### config.mk
export PLATFORM = sky130hd
export DESIGN_NAME = core_regulator_sequencer
export DESIGN_NICKNAME = d
export VERILOG_FILES = /design/src/design/core_reg_pkg.sv /design/src/design/code_filter.sv /design/src/design/gate_ctrl.sv /design/src/design/core_regulator_sequencer.sv
export VERILOG_INCLUDE_DIRS = /design/src /design/src/design
export SDC_FILE = /design/constraint.sdc
export NUM_CORES = 1
export LEC_CHECK = 0
export ABC_AREA = 1
export BUFFER_PORTS_ARGS = -buffer_cell sky130_fd_sc_hd__buf_4
export CELL_PAD_IN_SITES_DETAIL_PLACEMENT = 1
export CELL_PAD_IN_SITES_GLOBAL_PLACEMENT = 1
export CORE_UTILIZATION = 47
export CTS_CLUSTER_SIZE = 25
export DETAILED_ROUTE_END_ITERATION = 16
export GPL_TIMING_DRIVEN = 1
export PLACE_DENSITY_LB_ADDON = 0.05
export SYNTH_ARGS = -nofsm -noshare
export SYNTH_HDL_FRONTEND = slang
export SYNTH_SLANG_ARGS = --single-unit
### constraint.sdc
create_clock -name clk_i -period 3.2 [get_ports clk_i]
set_input_delay 0.16 -clock clk_i [delete_from_list [all_inputs] [get_ports clk_i]]
set_output_delay 0.16 -clock clk_i [all_outputs]
set_load 0.02 [all_outputs]
### src/design/core_reg_defs.svh
`ifndef CORE_REG_DEFS_SVH
`define CORE_REG_DEFS_SVH

// Clock period in picoseconds (200 MHz).
`define CLK_PERIOD_PS 5000
// Boot hold time in nanoseconds and its cycle count.
`define BOOT_HOLD_NS 90000
`define BOOT_HOLD_CYC ((`BOOT_HOLD_NS * 1000) / `CLK_PERIOD_PS)
// Delay from clock release to power-good, in nanoseconds, and its cycle count.
`define PGOOD_DELAY_NS 9000000
`define PGOOD_DELAY_CYC ((`PGOOD_DELAY_NS * 1000) / `CLK_PERIOD_PS)
// Power-good mask time in nanoseconds and its cycle count.
`define MASK_NS 130000
`define MASK_CYC ((`MASK_NS * 1000) / `CLK_PERIOD_PS)
// Extra mask time added for a large sleep step, in nanoseconds.
`define MASK_EXT_NS 130000
`define MASK_EXT_CYC ((`MASK_EXT_NS * 1000) / `CLK_PERIOD_PS)
// Code input settle time in nanoseconds; least time rounds up.
`define SETTLE_NS 400
`define SETTLE_CYC ((`SETTLE_NS * 1000 + `CLK_PERIOD_PS - 1) / `CLK_PERIOD_PS)
// Soft-start cycles spent on each code step.
`define SS_STEP_CYC 200
// Code width and reset value (code zero is the highest voltage, so start at all ones).
`define CODE_W 7
`define CODE_RESET 7'h7F

`endif

### src/design/core_reg_pkg.sv
package core_reg_pkg;

  typedef enum logic [2:0] {
    ST_OFF = 3'b000,
    ST_RAMP = 3'b001,
    ST_BOOT = 3'b010,
    ST_WAIT_PG = 3'b011,
    ST_RUN = 3'b100
  } seq_state_t;

  // Analog comparator decisions, already synchronous.
  typedef struct packed {
    logic below_low;
    logic above_high;
    logic code_below_300mv;
    logic large_drop;
    logic light_load;
    logic zero_cross;
  } sense_t;

  // Operating mode presented to the power stage.
  typedef struct packed {
    logic ripple_pulse_mode;
    logic continuous_conduction;
    logic discontinuous_conduction;
    logic dual_phase;
  } mode_t;

endpackage

### src/design/code_filter.sv
`include "core_reg_defs.svh"

// Accepts a new voltage code only after it has held still for the settle time.
module code_filter #(
  parameter int SETTLE = `SETTLE_CYC
) (
  input wire logic clk_i,
  input wire logic nrst_i,
  input wire logic enable_i,
  input wire logic [`CODE_W-1:0] code_i,
  output logic [`CODE_W-1:0] code_o,
  output logic change_o
);

  logic [`CODE_W-1:0] last;
  logic [`CODE_W-1:0] next_last;
  logic [`CODE_W-1:0] next_code;
  logic [7:0] cnt;
  logic [7:0] next_cnt;
  logic next_change;

  // Restart the settle count on every input move; adopt once it expires.
  always_comb begin
    next_last = code_i;
    next_code = code_o;
    next_cnt = cnt;
    next_change = 1'b0;
    if (code_i != last) begin
      next_cnt = 8'h00;
    end else if (cnt < 8'(SETTLE)) begin
      next_cnt = cnt + 8'h01;
    end else if (enable_i && code_i != code_o) begin
      next_code = code_i;
      next_change = 1'b1;
    end
  end

  // State registers.
  always_ff @(posedge clk_i) begin
    if (!nrst_i) begin
      last <= `CODE_RESET;
      code_o <= `CODE_RESET;
      cnt <= 8'h00;
      change_o <= 1'b0;
    end else begin
      last <= next_last;
      code_o <= next_code;
      cnt <= next_cnt;
      change_o <= next_change;
    end
  end

endmodule

### src/design/gate_ctrl.sv
// Gate drive for one phase: complementary in continuous conduction, low side held off after the zero crossing in discontinuous.
module gate_ctrl (
  input wire logic clk_i,
  input wire logic nrst_i,
  input wire logic run_i,
  input wire logic pwm_i,
  input wire logic dcm_i,
  input wire logic zero_cross_i,
  output logic high_side_o,
  output logic low_side_o
);

  logic idle;
  logic next_idle;
  logic next_high;
  logic next_low;

  // Low side turns off at the zero crossing in discontinuous mode and stays off until the next pulse.
  always_comb begin
    next_idle = idle;
    if (pwm_i || !dcm_i || !run_i) begin
      next_idle = 1'b0;
    end else if (zero_cross_i) begin
      next_idle = 1'b1;
    end
    next_high = run_i && pwm_i;
    next_low = run_i && !pwm_i && !next_idle;
  end

  // Output registers.
  always_ff @(posedge clk_i) begin
    if (!nrst_i) begin
      idle <= 1'b0;
      high_side_o <= 1'b0;
      low_side_o <= 1'b0;
    end else begin
      idle <= next_idle;
      high_side_o <= next_high;
      low_side_o <= next_low;
    end
  end

endmodule

### src/design/core_regulator_sequencer.sv
`include "core_reg_defs.svh"

module core_regulator_sequencer #(
  parameter int BOOT_HOLD = `BOOT_HOLD_CYC,
  parameter int PGOOD_DELAY = `PGOOD_DELAY_CYC,
  parameter int MASK = `MASK_CYC,
  parameter int MASK_EXT = `MASK_EXT_CYC,
  parameter int SS_STEP = `SS_STEP_CYC,
  parameter logic [`CODE_W-1:0] BOOT_CODE = 7'h30
) (
  input wire logic clk_i,
  input wire logic nrst_i,
  input wire logic enable_i,
  input wire logic [`CODE_W-1:0] voltage_code_i,
  input wire logic deeper_sleep_request_i,
  input wire logic single_phase_cfg_i,
  input wire logic pwm_pulse_i,
  input wire core_reg_pkg::sense_t sense_i,
  output logic cpu_clock_release_n_o,
  output logic output_in_window_o,
  output logic [`CODE_W-1:0] target_code_o,
  output logic on_the_fly_code_change_o,
  output core_reg_pkg::mode_t mode_o,
  output logic pwm_o,
  output logic high_side_o,
  output logic low_side_o
);

  core_reg_pkg::seq_state_t state;
  core_reg_pkg::seq_state_t next_state;
  logic [21:0] timer;
  logic [21:0] next_timer;
  logic [`CODE_W-1:0] target;
  logic [`CODE_W-1:0] next_target;
  logic [`CODE_W-1:0] filt_code;
  logic filt_change;
  logic [16:0] mask_cnt;
  logic [16:0] next_mask_cnt;
  logic sleep_d;
  logic next_sleep_d;
  logic pg_armed;
  logic next_pg_armed;
  logic next_window;
  logic next_clk_rel_n;
  logic next_otf;
  logic in_window;
  logic masked;
  logic sleep_edge;
  logic running;
  core_reg_pkg::mode_t next_mode;
  logic next_pwm;
  logic released;
  logic active;
  logic [7:0] ss_div;
  logic [7:0] next_ss_div;
  logic ss_tick;

  // True once the clock release has gone out; code inputs count only from then on.
  function automatic logic is_released(input core_reg_pkg::seq_state_t s);
    return (s == core_reg_pkg::ST_WAIT_PG) || (s == core_reg_pkg::ST_RUN);
  endfunction

  // True while the regulator is switching: enabled and out of the off state.
  function automatic logic is_active(input logic en, input core_reg_pkg::seq_state_t s);
    return en && (s != core_reg_pkg::ST_OFF);
  endfunction

  // True on the last cycle of an interval that is counted from zero.
  function automatic logic timer_done(input logic [21:0] t, input int limit);
    return t >= 22'(limit - 1);
  endfunction

  // Shared state decodes.
  assign released = is_released(state);
  assign active = is_active(enable_i, state);

  // Voltage code inputs are settled before use; only accepted once clock is released.
  code_filter #(
    .SETTLE(`SETTLE_CYC)
  ) u_filter (
    .clk_i(clk_i),
    .nrst_i(nrst_i && enable_i),
    .enable_i(released),
    .code_i(voltage_code_i),
    .code_o(filt_code),
    .change_o(filt_change)
  );

  // Soft-start step divider: one enable pulse every SS_STEP cycles while ramping.
  always_comb begin
    next_ss_div = ss_div + 8'h01;
    ss_tick = 1'b0;
    if (state != core_reg_pkg::ST_RAMP) begin
      next_ss_div = 8'h00;
    end else if (ss_div >= 8'(SS_STEP - 1)) begin
      next_ss_div = 8'h00;
      ss_tick = 1'b1;
    end
  end

  // Divider register.
  always_ff @(posedge clk_i) begin
    if (!nrst_i) begin
      ss_div <= 8'h00;
    end else begin
      ss_div <= next_ss_div;
    end
  end

  // Start-up sequencer: ramp, boot hold, clock release, power-good delay.
  always_comb begin
    next_state = state;
    next_timer = timer;
    next_target = target;
    next_clk_rel_n = cpu_clock_release_n_o;
    next_pg_armed = pg_armed;
    case (state)
      core_reg_pkg::ST_OFF: begin
        next_target = `CODE_RESET;
        next_timer = 22'h000000;
        if (enable_i) begin
          next_state = core_reg_pkg::ST_RAMP;
        end
      end
      core_reg_pkg::ST_RAMP: begin
        if (target == BOOT_CODE) begin
          next_state = core_reg_pkg::ST_BOOT;
          next_timer = 22'h000000;
        end else if (ss_tick) begin
          next_target = (target > BOOT_CODE) ? target - 7'h01 : target + 7'h01;
        end
      end
      core_reg_pkg::ST_BOOT: begin
        if (timer_done(timer, BOOT_HOLD)) begin
          next_state = core_reg_pkg::ST_WAIT_PG;
          next_clk_rel_n = 1'b0;
          next_timer = 22'h000000;
        end else begin
          next_timer = timer + 22'h000001;
        end
      end
      core_reg_pkg::ST_WAIT_PG: begin
        if (filt_change) begin
          next_target = filt_code;
        end
        if (timer_done(timer, PGOOD_DELAY)) begin
          next_state = core_reg_pkg::ST_RUN;
          next_pg_armed = 1'b1;
        end else begin
          next_timer = timer + 22'h000001;
        end
      end
      core_reg_pkg::ST_RUN: begin
        if (filt_change) begin
          next_target = filt_code;
        end
      end
      default: begin
        next_state = core_reg_pkg::ST_OFF;
      end
    endcase
    if (!enable_i) begin
      next_state = core_reg_pkg::ST_OFF;
      next_clk_rel_n = 1'b1;
      next_pg_armed = 1'b0;
      next_target = `CODE_RESET;
      next_timer = 22'h000000;
    end
  end

  // Sequencer registers.
  always_ff @(posedge clk_i) begin
    if (!nrst_i) begin
      state <= core_reg_pkg::ST_OFF;
      timer <= 22'h000000;
      target <= `CODE_RESET;
      cpu_clock_release_n_o <= 1'b1;
      pg_armed <= 1'b0;
      target_code_o <= `CODE_RESET;
    end else begin
      state <= next_state;
      timer <= next_timer;
      target <= next_target;
      cpu_clock_release_n_o <= next_clk_rel_n;
      pg_armed <= next_pg_armed;
      target_code_o <= next_target;
    end
  end

  // Power-good masking timer; a large sleep drop keeps its longer mask even if a code change lands with it.
  always_comb begin
    running = released;
    sleep_edge = running && (deeper_sleep_request_i != sleep_d);
    next_sleep_d = deeper_sleep_request_i;
    next_mask_cnt = mask_cnt;
    if (!enable_i) begin
      next_mask_cnt = 17'h00000;
    end else if (sleep_edge && sense_i.large_drop) begin
      next_mask_cnt = 17'(MASK + MASK_EXT);
    end else if (filt_change) begin
      next_mask_cnt = 17'(MASK);
    end else if (sleep_edge) begin
      next_mask_cnt = 17'(MASK);
    end else if (mask_cnt != 17'h00000) begin
      next_mask_cnt = mask_cnt - 17'h00001;
    end
    masked = (mask_cnt != 17'h00000);
    next_otf = masked || filt_change || sleep_edge;
  end

  // Mask registers; the sleep level is kept to find its edges.
  always_ff @(posedge clk_i) begin
    if (!nrst_i) begin
      mask_cnt <= 17'h00000;
      sleep_d <= 1'b0;
      on_the_fly_code_change_o <= 1'b0;
    end else begin
      mask_cnt <= next_mask_cnt;
      sleep_d <= next_sleep_d;
      on_the_fly_code_change_o <= next_otf && enable_i;
    end
  end

  // Power-good window; the last value is frozen while the mask runs.
  always_comb begin
    in_window = !sense_i.above_high && (sense_i.code_below_300mv || !sense_i.below_low);
    next_window = output_in_window_o;
    if (!pg_armed || !enable_i) begin
      next_window = 1'b0;
    end else if (!masked) begin
      next_window = in_window;
    end
  end

  // First rise after the start-up delay is gated by the window check as well.
  always_ff @(posedge clk_i) begin
    if (!nrst_i) begin
      output_in_window_o <= 1'b0;
    end else begin
      output_in_window_o <= next_window;
    end
  end

  // Mode selection for the power stage.
  always_comb begin
    next_mode = '0;
    next_pwm = 1'b0;
    if (active) begin
      next_pwm = pwm_pulse_i;
      if (next_otf) begin
        next_mode.continuous_conduction = 1'b1;
        next_mode.dual_phase = single_phase_cfg_i;
      end else if (deeper_sleep_request_i) begin
        next_mode.ripple_pulse_mode = 1'b1;
        next_mode.discontinuous_conduction = sense_i.light_load;
        next_mode.continuous_conduction = !sense_i.light_load;
      end else begin
        next_mode.continuous_conduction = 1'b1;
        next_mode.ripple_pulse_mode = single_phase_cfg_i;
      end
    end
  end

  // Mode and pulse registers; all low in shutdown.
  always_ff @(posedge clk_i) begin
    if (!nrst_i) begin
      mode_o <= '0;
      pwm_o <= 1'b0;
    end else begin
      mode_o <= next_mode;
      pwm_o <= next_pwm;
    end
  end

  // Gate drive for the integrated phase.
  gate_ctrl u_gate (
    .clk_i(clk_i),
    .nrst_i(nrst_i),
    .run_i(active),
    .pwm_i(pwm_pulse_i),
    .dcm_i(next_mode.discontinuous_conduction),
    .zero_cross_i(sense_i.zero_cross),
    .high_side_o(high_side_o),
    .low_side_o(low_side_o)
  );

endmodule

==> key figures, run 1 <==
Status
  • Outcome: finished, final reports clean

Yosys
  • Adder-Cell Fraction of Synth Area: under 10%
  • Mux contribution to synthesized area: 0%
  • Ranking of synthesized cells by area: dfxtp_1 38%, nand2_1 13%, nand3_1 7.7%
  • Syn avg cell area: 6.82 sq um
  • Register bit count reported by yosys: 93
  • Post-synthesis cell count: 725
  • Synth Cell Area: about 4900 sq um
  • Simple-gate share of the synthesized area: between 30% and 40%
  • Share of the synthesized area in the top cell type: 37.7%
  • Syn nets: 755
  • Asr flop ratio synth: 0%
  • Most used DFF post-synth: dfxtp_1
  • Post-synthesis xor/xnor area fraction: around 5.1%
  • EDFF count, synth: 0
  • Synth unique cells: 38
  • Most frequent cells after synthesis: 176 x nand2_1, 93 x dfxtp_1, 93 x inv_1, 93 x nor2_1, 76 x nand3_1
  • Synth area leader: dfxtp_1
  • Count leader, synth: nand2_1
  • YS warnings: 0
  • Compound-Gate Fraction of Synth Area: 7.70%
  • Largest family of logic cells by synthesized area: simple AND/OR/NAND/NOR gates
  • Sequential share of the synthesized area: 37.7%

Drt
  • DR vias: 4775
  • DRT iter0 DRCs: between 150 and 200
  • Routed vias/inst: 5.27
  • Residual DRC: 0
  • Post-route ant nets: 0
  • Drt wl/cell: about 15 um
  • Final wirelength: approximately 13 mm
  • Drt pass-1 iters: 4

Global route
  • Vias in the first global route: roughly 4900
  • Global routing usage on met2: 45.7%
  • GR Util met1: 32.0%
  • GRT Overall Usage: 25.6%
  • Global-route wire length before repair: approximately 23 mm
  • Initial antenna violation count: 0
  • Global routing's busiest layer: met2
  • Total global routing overflow: 0
  • Met3 GRT Util: about 3.7%
  • Largest net degree at the start of global routing: 30

Floorplanning
  • Initial core utilization: 48.1%
  • Total core area: 10300 sq um
  • Die height: around 100 um
  • Chip Width: 105 um
  • FP Rows: 37
  • Die area: 10900 sq um
  • IO Pins: 36

Power and ir drop
  • PwrDens: roughly 650 nW/um^2
  • Peak supply drop: between 300 and 400 uV
  • Leakage: 2.57 nW
  • Power Total: 0.00364 W

Timing
  • Worst Max-Slew Pin Slew: approximately 740 ps
  • Max Fclk: 406 MHz
  • Worst rel slew slack: between 50% and 60%
  • Post-route setup slack: around 730 ps
  • Setup_tns: 0 ps
  • RSZ-0062 raised after global routing: no
  • Pins Over Slew Limit: 0
  • Hold Violations, Final: 0
  • Final Critical Period: 2470 ps
  • Final worst-path cycle share: 77.0%
  • Layout Skew: 13.5 ps
  • Setup-failing EPs final: 0

Hold path
  • Hold WC Path Type: in2reg

Clock network
  • Clock sinks: 93
  • CTS Root Cell: clkbuf_8
  • H-Tree Depth: 3
  • Num CTS Buffers: 9
  • Clock Latency Late Sink: 380 ps
  • CTS tree: yes
  • Clock Tree Buf Depth: 2
  • Register clock-pin slew on the reported worst setup and hold paths: 110 ps

Run
  • MaxCap Viol Count: 0

Final layout
  • Fillcell total: about 1400
  • Layout cell share with drive strength beyond 1: 11.7%
  • Post-layout util: 54.1%
  • Nets@finish: 795
  • Synth-to-layout area growth: 12.6%
  • Antenna diode count: 0
  • Final instance count without filler cells: between 900 and 1000

Placed design
  • Final GP Congestion: 0.856
  • Placed cell count: roughly 890
  • Dpl hpwl: about 10 mm
  • PortBufs: 35
  • Setup WS pre-CTS: 721 ps

Setup path
  • CP Capture Type: register
  • Startpoint type of the worst setup path: register
  • CP Class: reg2reg
  • Worst EP arrival: between 2000 and 3000 ps
  • Largest fanout on the critical path: 21
  • Worst Path Required: 3440 ps
[timing repair]
item,4_1_cts,5_1_grt
hold buffers,2,0
setup buffers,0,0
endpoints found under the setup margin,0,0
hold endpoints to repair,2,0
gates resized for setup,0,0
[through the flow]
| stage | instance area [sq um] | hold slack [ps] |
|---|---|---|
| finish | 5560 | 15.3 |
| global placement | 5330 | 373 |
| detailed placement | 5330 | 383 |
| floorplan | 4940 | 253 |
| CTS | 5560 | 2.34 |
| global route | 5560 | 3.08 |
[state kept, by name (all words and copies together), names as in the netlist]
register	count
cpu_clock_release_n_o	1
mask_cnt	17
mode_o	4
on_the_fly_code_change_o	1
output_in_window_o	1
pg_armed	1
pwm_o	1
sleep_d	1
ss_div	8
state	3
target	7
timer	22
u_filter.change_o	1
u_filter.cnt	8
u_filter.code_o	7
u_filter.last	7
u_gate.high_side_o	1
u_gate.idle	1
u_gate.low_side_o	1
[logic make-up after synthesis]
family	after synthesis
AO/OA/AOI/OAI	66
XOR/XNOR	29
adder cells (fa/ha/maj)	11
buffers and inverters	111
flip-flops	93
AND/OR/NAND/NOR	415
[metal layers]
layer	share of wire [%]	wire, um	up-vias
li1	-	-	2398
met1	48	6360	2323
met2	49	6590	41
met3	1.8	240	13
met4	1.1	147	0
met5	0	0	-
[path summary, 6_finish.rpt]
| check | startpoint | to | slack, ps | cells past startpoint |
|---|---|---|---|---|
| setup / recovery | target[4] | timer[8] | 730 | 9 |
| hold reg to reg | timer[19] | timer[19] | 450 | 2 |
| hold / removal | voltage_code_i[2] | u_filter.last[2] | 20 | 2 |
| setup reg to reg | target[4] | timer[8] | 730 | 9 |
[final cells by class]
| type | count | area, sq um | share of cell area [%] |
|---|---|---|---|
| Tap cell | 136 | 170 | 3.06 |
| Timing Repair Buffer | 39 | 298 | 5.35 |
| Clock inverter | 7 | 86.3 | 1.55 |
| Inverter | 101 | 382 | 6.86 |
| Sequential cell | 93 | 1860 | 33.5 |
| Clock buffer | 9 | 124 | 2.23 |
| Multi-Input combinational cell | 521 | 2640 | 47.5 |
[cell usage in the layout, fill, tap and decap left out, types with 10 or more instances in the layout]
cell | synthesis | final
nand4_1 | 20 | 20
or2_2 | 12 | 12
xor2_1 | 24 | 24
nor2_1 | 93 | 93
dfxtp_1 | 93 | 93
nand2_1 | 176 | 176
nor3_1 | 19 | 19
nand3_1 | 76 | 76
inv_1 | 93 | 93
a21oi_1 | 32 | 32
ha_1 | 10 | 10
o21ai_0 | 18 | 18
buf_4 | 2 | 37
[report_power, final]
group	total (W)	leakage, nW	switching (W)	internal, W
sequential	0.00135	0.755	0.0000874	0.00126
combinational	0.00143	1.71	0.000963	0.000470
clock	0.000852	0.105	0.000471	0.000381
[worst max-delay path, cell delays in order (launching register included)]
cell	delay (ps)
dfxtp_1	420
nand2_1	100
inv_1	80
nand2_1	50
nor2_1	230
nor2_2	100
nor2_4	390
nand2_1	380
o21ai_2	510
nor2_1	80
(Power assumes the default switching activity.)
==> inputs of run 2 (changes only) <==
CORE_UTILIZATION = 39   (was 47)
clock period = 2.25 ns   (was 3.2 ns; I/O delays follow)
==> run 2 against run 1 <==
Against the previous run:
- clock-buffer cell count unchanged
- final cell count increased by 6.1%
- total power increased by 51%
- flip-flop and latch count unchanged
- combinational power increased by 44%
- largest power group unchanged
- sequential power increased by 42%
- critical path depth increased by 7
- worst setup slack got worse by 560 ps
- sequential share of layout area decreased by 2.1 points
- critical endpoint is now target[4]
- global-route usage decreased by 3.5 points
==> key figures, run 2 (same netlist as run 1, synthesis figures left out) <==
Global route
  • Largest net degree at the start of global routing: 30
  • Vias in the first global route: 4877
  • Global-route wire length before repair: 22.9 mm
  • Total global routing overflow: 0
  • Initial antenna violation count: 0
  • GRT Overall Usage: 22.0%

Final layout
  • Biggest regs: timer x22, mask_cnt x17
  • Commonest non-fill, non-tap cell in the layout: nand2_1
  • Commonest non-fill, non-tap cells in the layout: 175 x nand2_1, 91 x nor2_1, 90 x inv_1
  • Post-layout util: 48.9%
  • Max reg flops: 22
  • Nets@finish: 818
  • Top reg by flops: timer
  • Antenna diode count: 0
  • Synth-to-layout area growth: 20.4%
  • Layout cell share with drive strength beyond 1: between 15 and 20%
  • Final instance count without filler cells: 961

Drt
  • Post-route ant nets: 0
  • Routed vias/inst: about 5.0
  • Drt wl/cell: 14.0 um
  • WL met2: 6.67 mm
  • DRT iter0 DRCs: around 180
  • Drt pass-1 iters: 4
  • Metal3 WL: 300 um
  • Residual DRC: 0
  • DR vias: 4780
  • M1 wire length: approximately 6.3 mm
  • Final wirelength: 13.5 mm
  • Uppermost layer routed: met4

Timing
  • Max Fclk: 483 MHz
  • Hold Violations, Final: 0
  • Layout Skew: 8.75 ps
  • Pins Over Slew Limit: 0
  • RSZ-0062 raised after global routing: no
  • Setup_tns: 0 ps
  • Final Critical Period: 2070 ps
  • Worst rel slew slack: 65.6%
  • Final worst-path cycle share: 92.1%
  • Setup-failing EPs final: 0
  • Worst Max-Slew Pin Slew: 516 ps

Power and ir drop
  • Leakage: about 2.7 nW
  • Peak supply drop: 355 uV
  • Power Total: 0.00551 W
  • PwrDens: 925 nW/um^2

Clock network
  • Num CTS Buffers: 9
  • Register clock-pin slew on the reported worst setup and hold paths: approximately 70 ps
  • CTS tree: yes
  • Clock Latency Late Sink: 350 ps
  • Clock Tree Buf Depth: 2
  • H-Tree Depth: 3
  • Clock sinks: between 90 and 100
  • CTS Root Cell: clkbuf_16

Hold path
  • Hold WC Path Type: in2reg
  • Hold Path Origin: single_phase_cfg_i

Setup path
  • Worst EP arrival: 2300 ps
  • CP Class: reg2reg
  • Worst Path Buf+Inv: 4
  • Largest fanout on the critical path: 6
  • Cell family with most CP delay: simple AND/OR/NAND/NOR gates
  • CP Capture Type: register
  • Startpoint type of the worst setup path: register
  • Critical path cell sequence: nand2_2 -> inv_1 -> nand2_1 -> nor2_2 -> a21oi_2 -> buf_4 -> inv_2 -> fa_2 -> inv_2 -> nand3_1 -> nand2_1 -> a21oi_1 -> o21ai_1 -> nand3_1 -> nand2_1 -> nand3_1
  • CP max-delay cell: fa_2
  • Critical register-to-register path startpoint: target[5]
  • Worst Path Required: 2480 ps
  • CP startpoint: target[5]
  • Max stage delay on crit path: 380 ps

Placed design
  • PortBufs: 35
  • Dpl hpwl: 10.3 mm
  • Placed cell count: 935
  • Final GP Congestion: around 0.85

Floorplanning
  • Die height: 115 um
  • Initial core utilization: 40.6%
  • Chip Width: 115 um
  • Total core area: 12200 sq um
  • FP Rows: 40
  • IO Pins: 36
  • Die area: 13100 sq um

Status
  • Outcome: finished, final reports clean

Run
  • MaxCap Viol Count: 0
-- run 2: area by class of cell --
| type | count | area [sq um] |
|---|---|---|
| clock buffers | 9 | 225 |
| multi-input cells | 521 | 2710 |
| flip-flops and latches | 93 | 1870 |
| repair buffers | 62 | 488 |
| fillers | 1642 | 6210 |
| clock inverters | 7 | 61.3 |
| well taps | 168 | 210 |
| inverters | 101 | 382 |
-- run 2: what timing repair did --
action                                  in CTS  in global routing
gates resized for setup                      0                 22
endpoints found under the setup margin       0                  5
buffers inserted                             0                  1
hold buffers                                 9                  0
endpoints found under the hold margin        8                  0
-- run 2: stage by stage --
stage / setup WS [ps] / hold slack [ps] / area, sq um
final: 178 / 29.8 / 5950
after global routing: 9.62 / 36.2 / 5950
after CTS: 53.5 / 24.7 / 5860
after detailed placement: 65.9 / 341 / 5490
after global placement: 128 / 325 / 5490
after floorplan: 26.6 / 206 / 4940
-- run 2: layer usage --
| metal | vias to the layer above | track usage (%) |
|---|---|---|
| li1 | 2444 | - |
| met1 | 2277 | 27.5 |
| met2 | 48 | 39.1 |
| met3 | 11 | 2.70 |
| met4 | 0 | 7.62 |
| met5 | - | 0 |
-- run 2: path summary, 6_finish.rpt --
check | endpoint | slack [ps] | cells after the start
setup / recovery | target[4] | 180 | 16
hold / removal | mode_o[0] | 30 | 3
setup reg to reg | target[4] | 180 | 16
hold reg to reg | timer[19] | 440 | 2
-- run 2: worst reg2reg max path: stages (launching register included) --
cell and delay [ps]:
dfxtp_2 330, nand2_2 80, inv_1 60, nand2_1 70
nor2_2 40, a21oi_2 90, buf_4 200, inv_2 60
fa_2 380, inv_2 70, nand3_1 70, nand2_1 100
a21oi_1 80, o21ai_1 80, nand3_1 110, nand2_1 80
nand3_1 70
-- run 2: report_power, final --
group,internal [W],switching (W)
Combinational,0.000729,0.00133
Clock,0.000777,0.000745
Sequential,0.00180,0.000120
Total,0.00331,0.00220
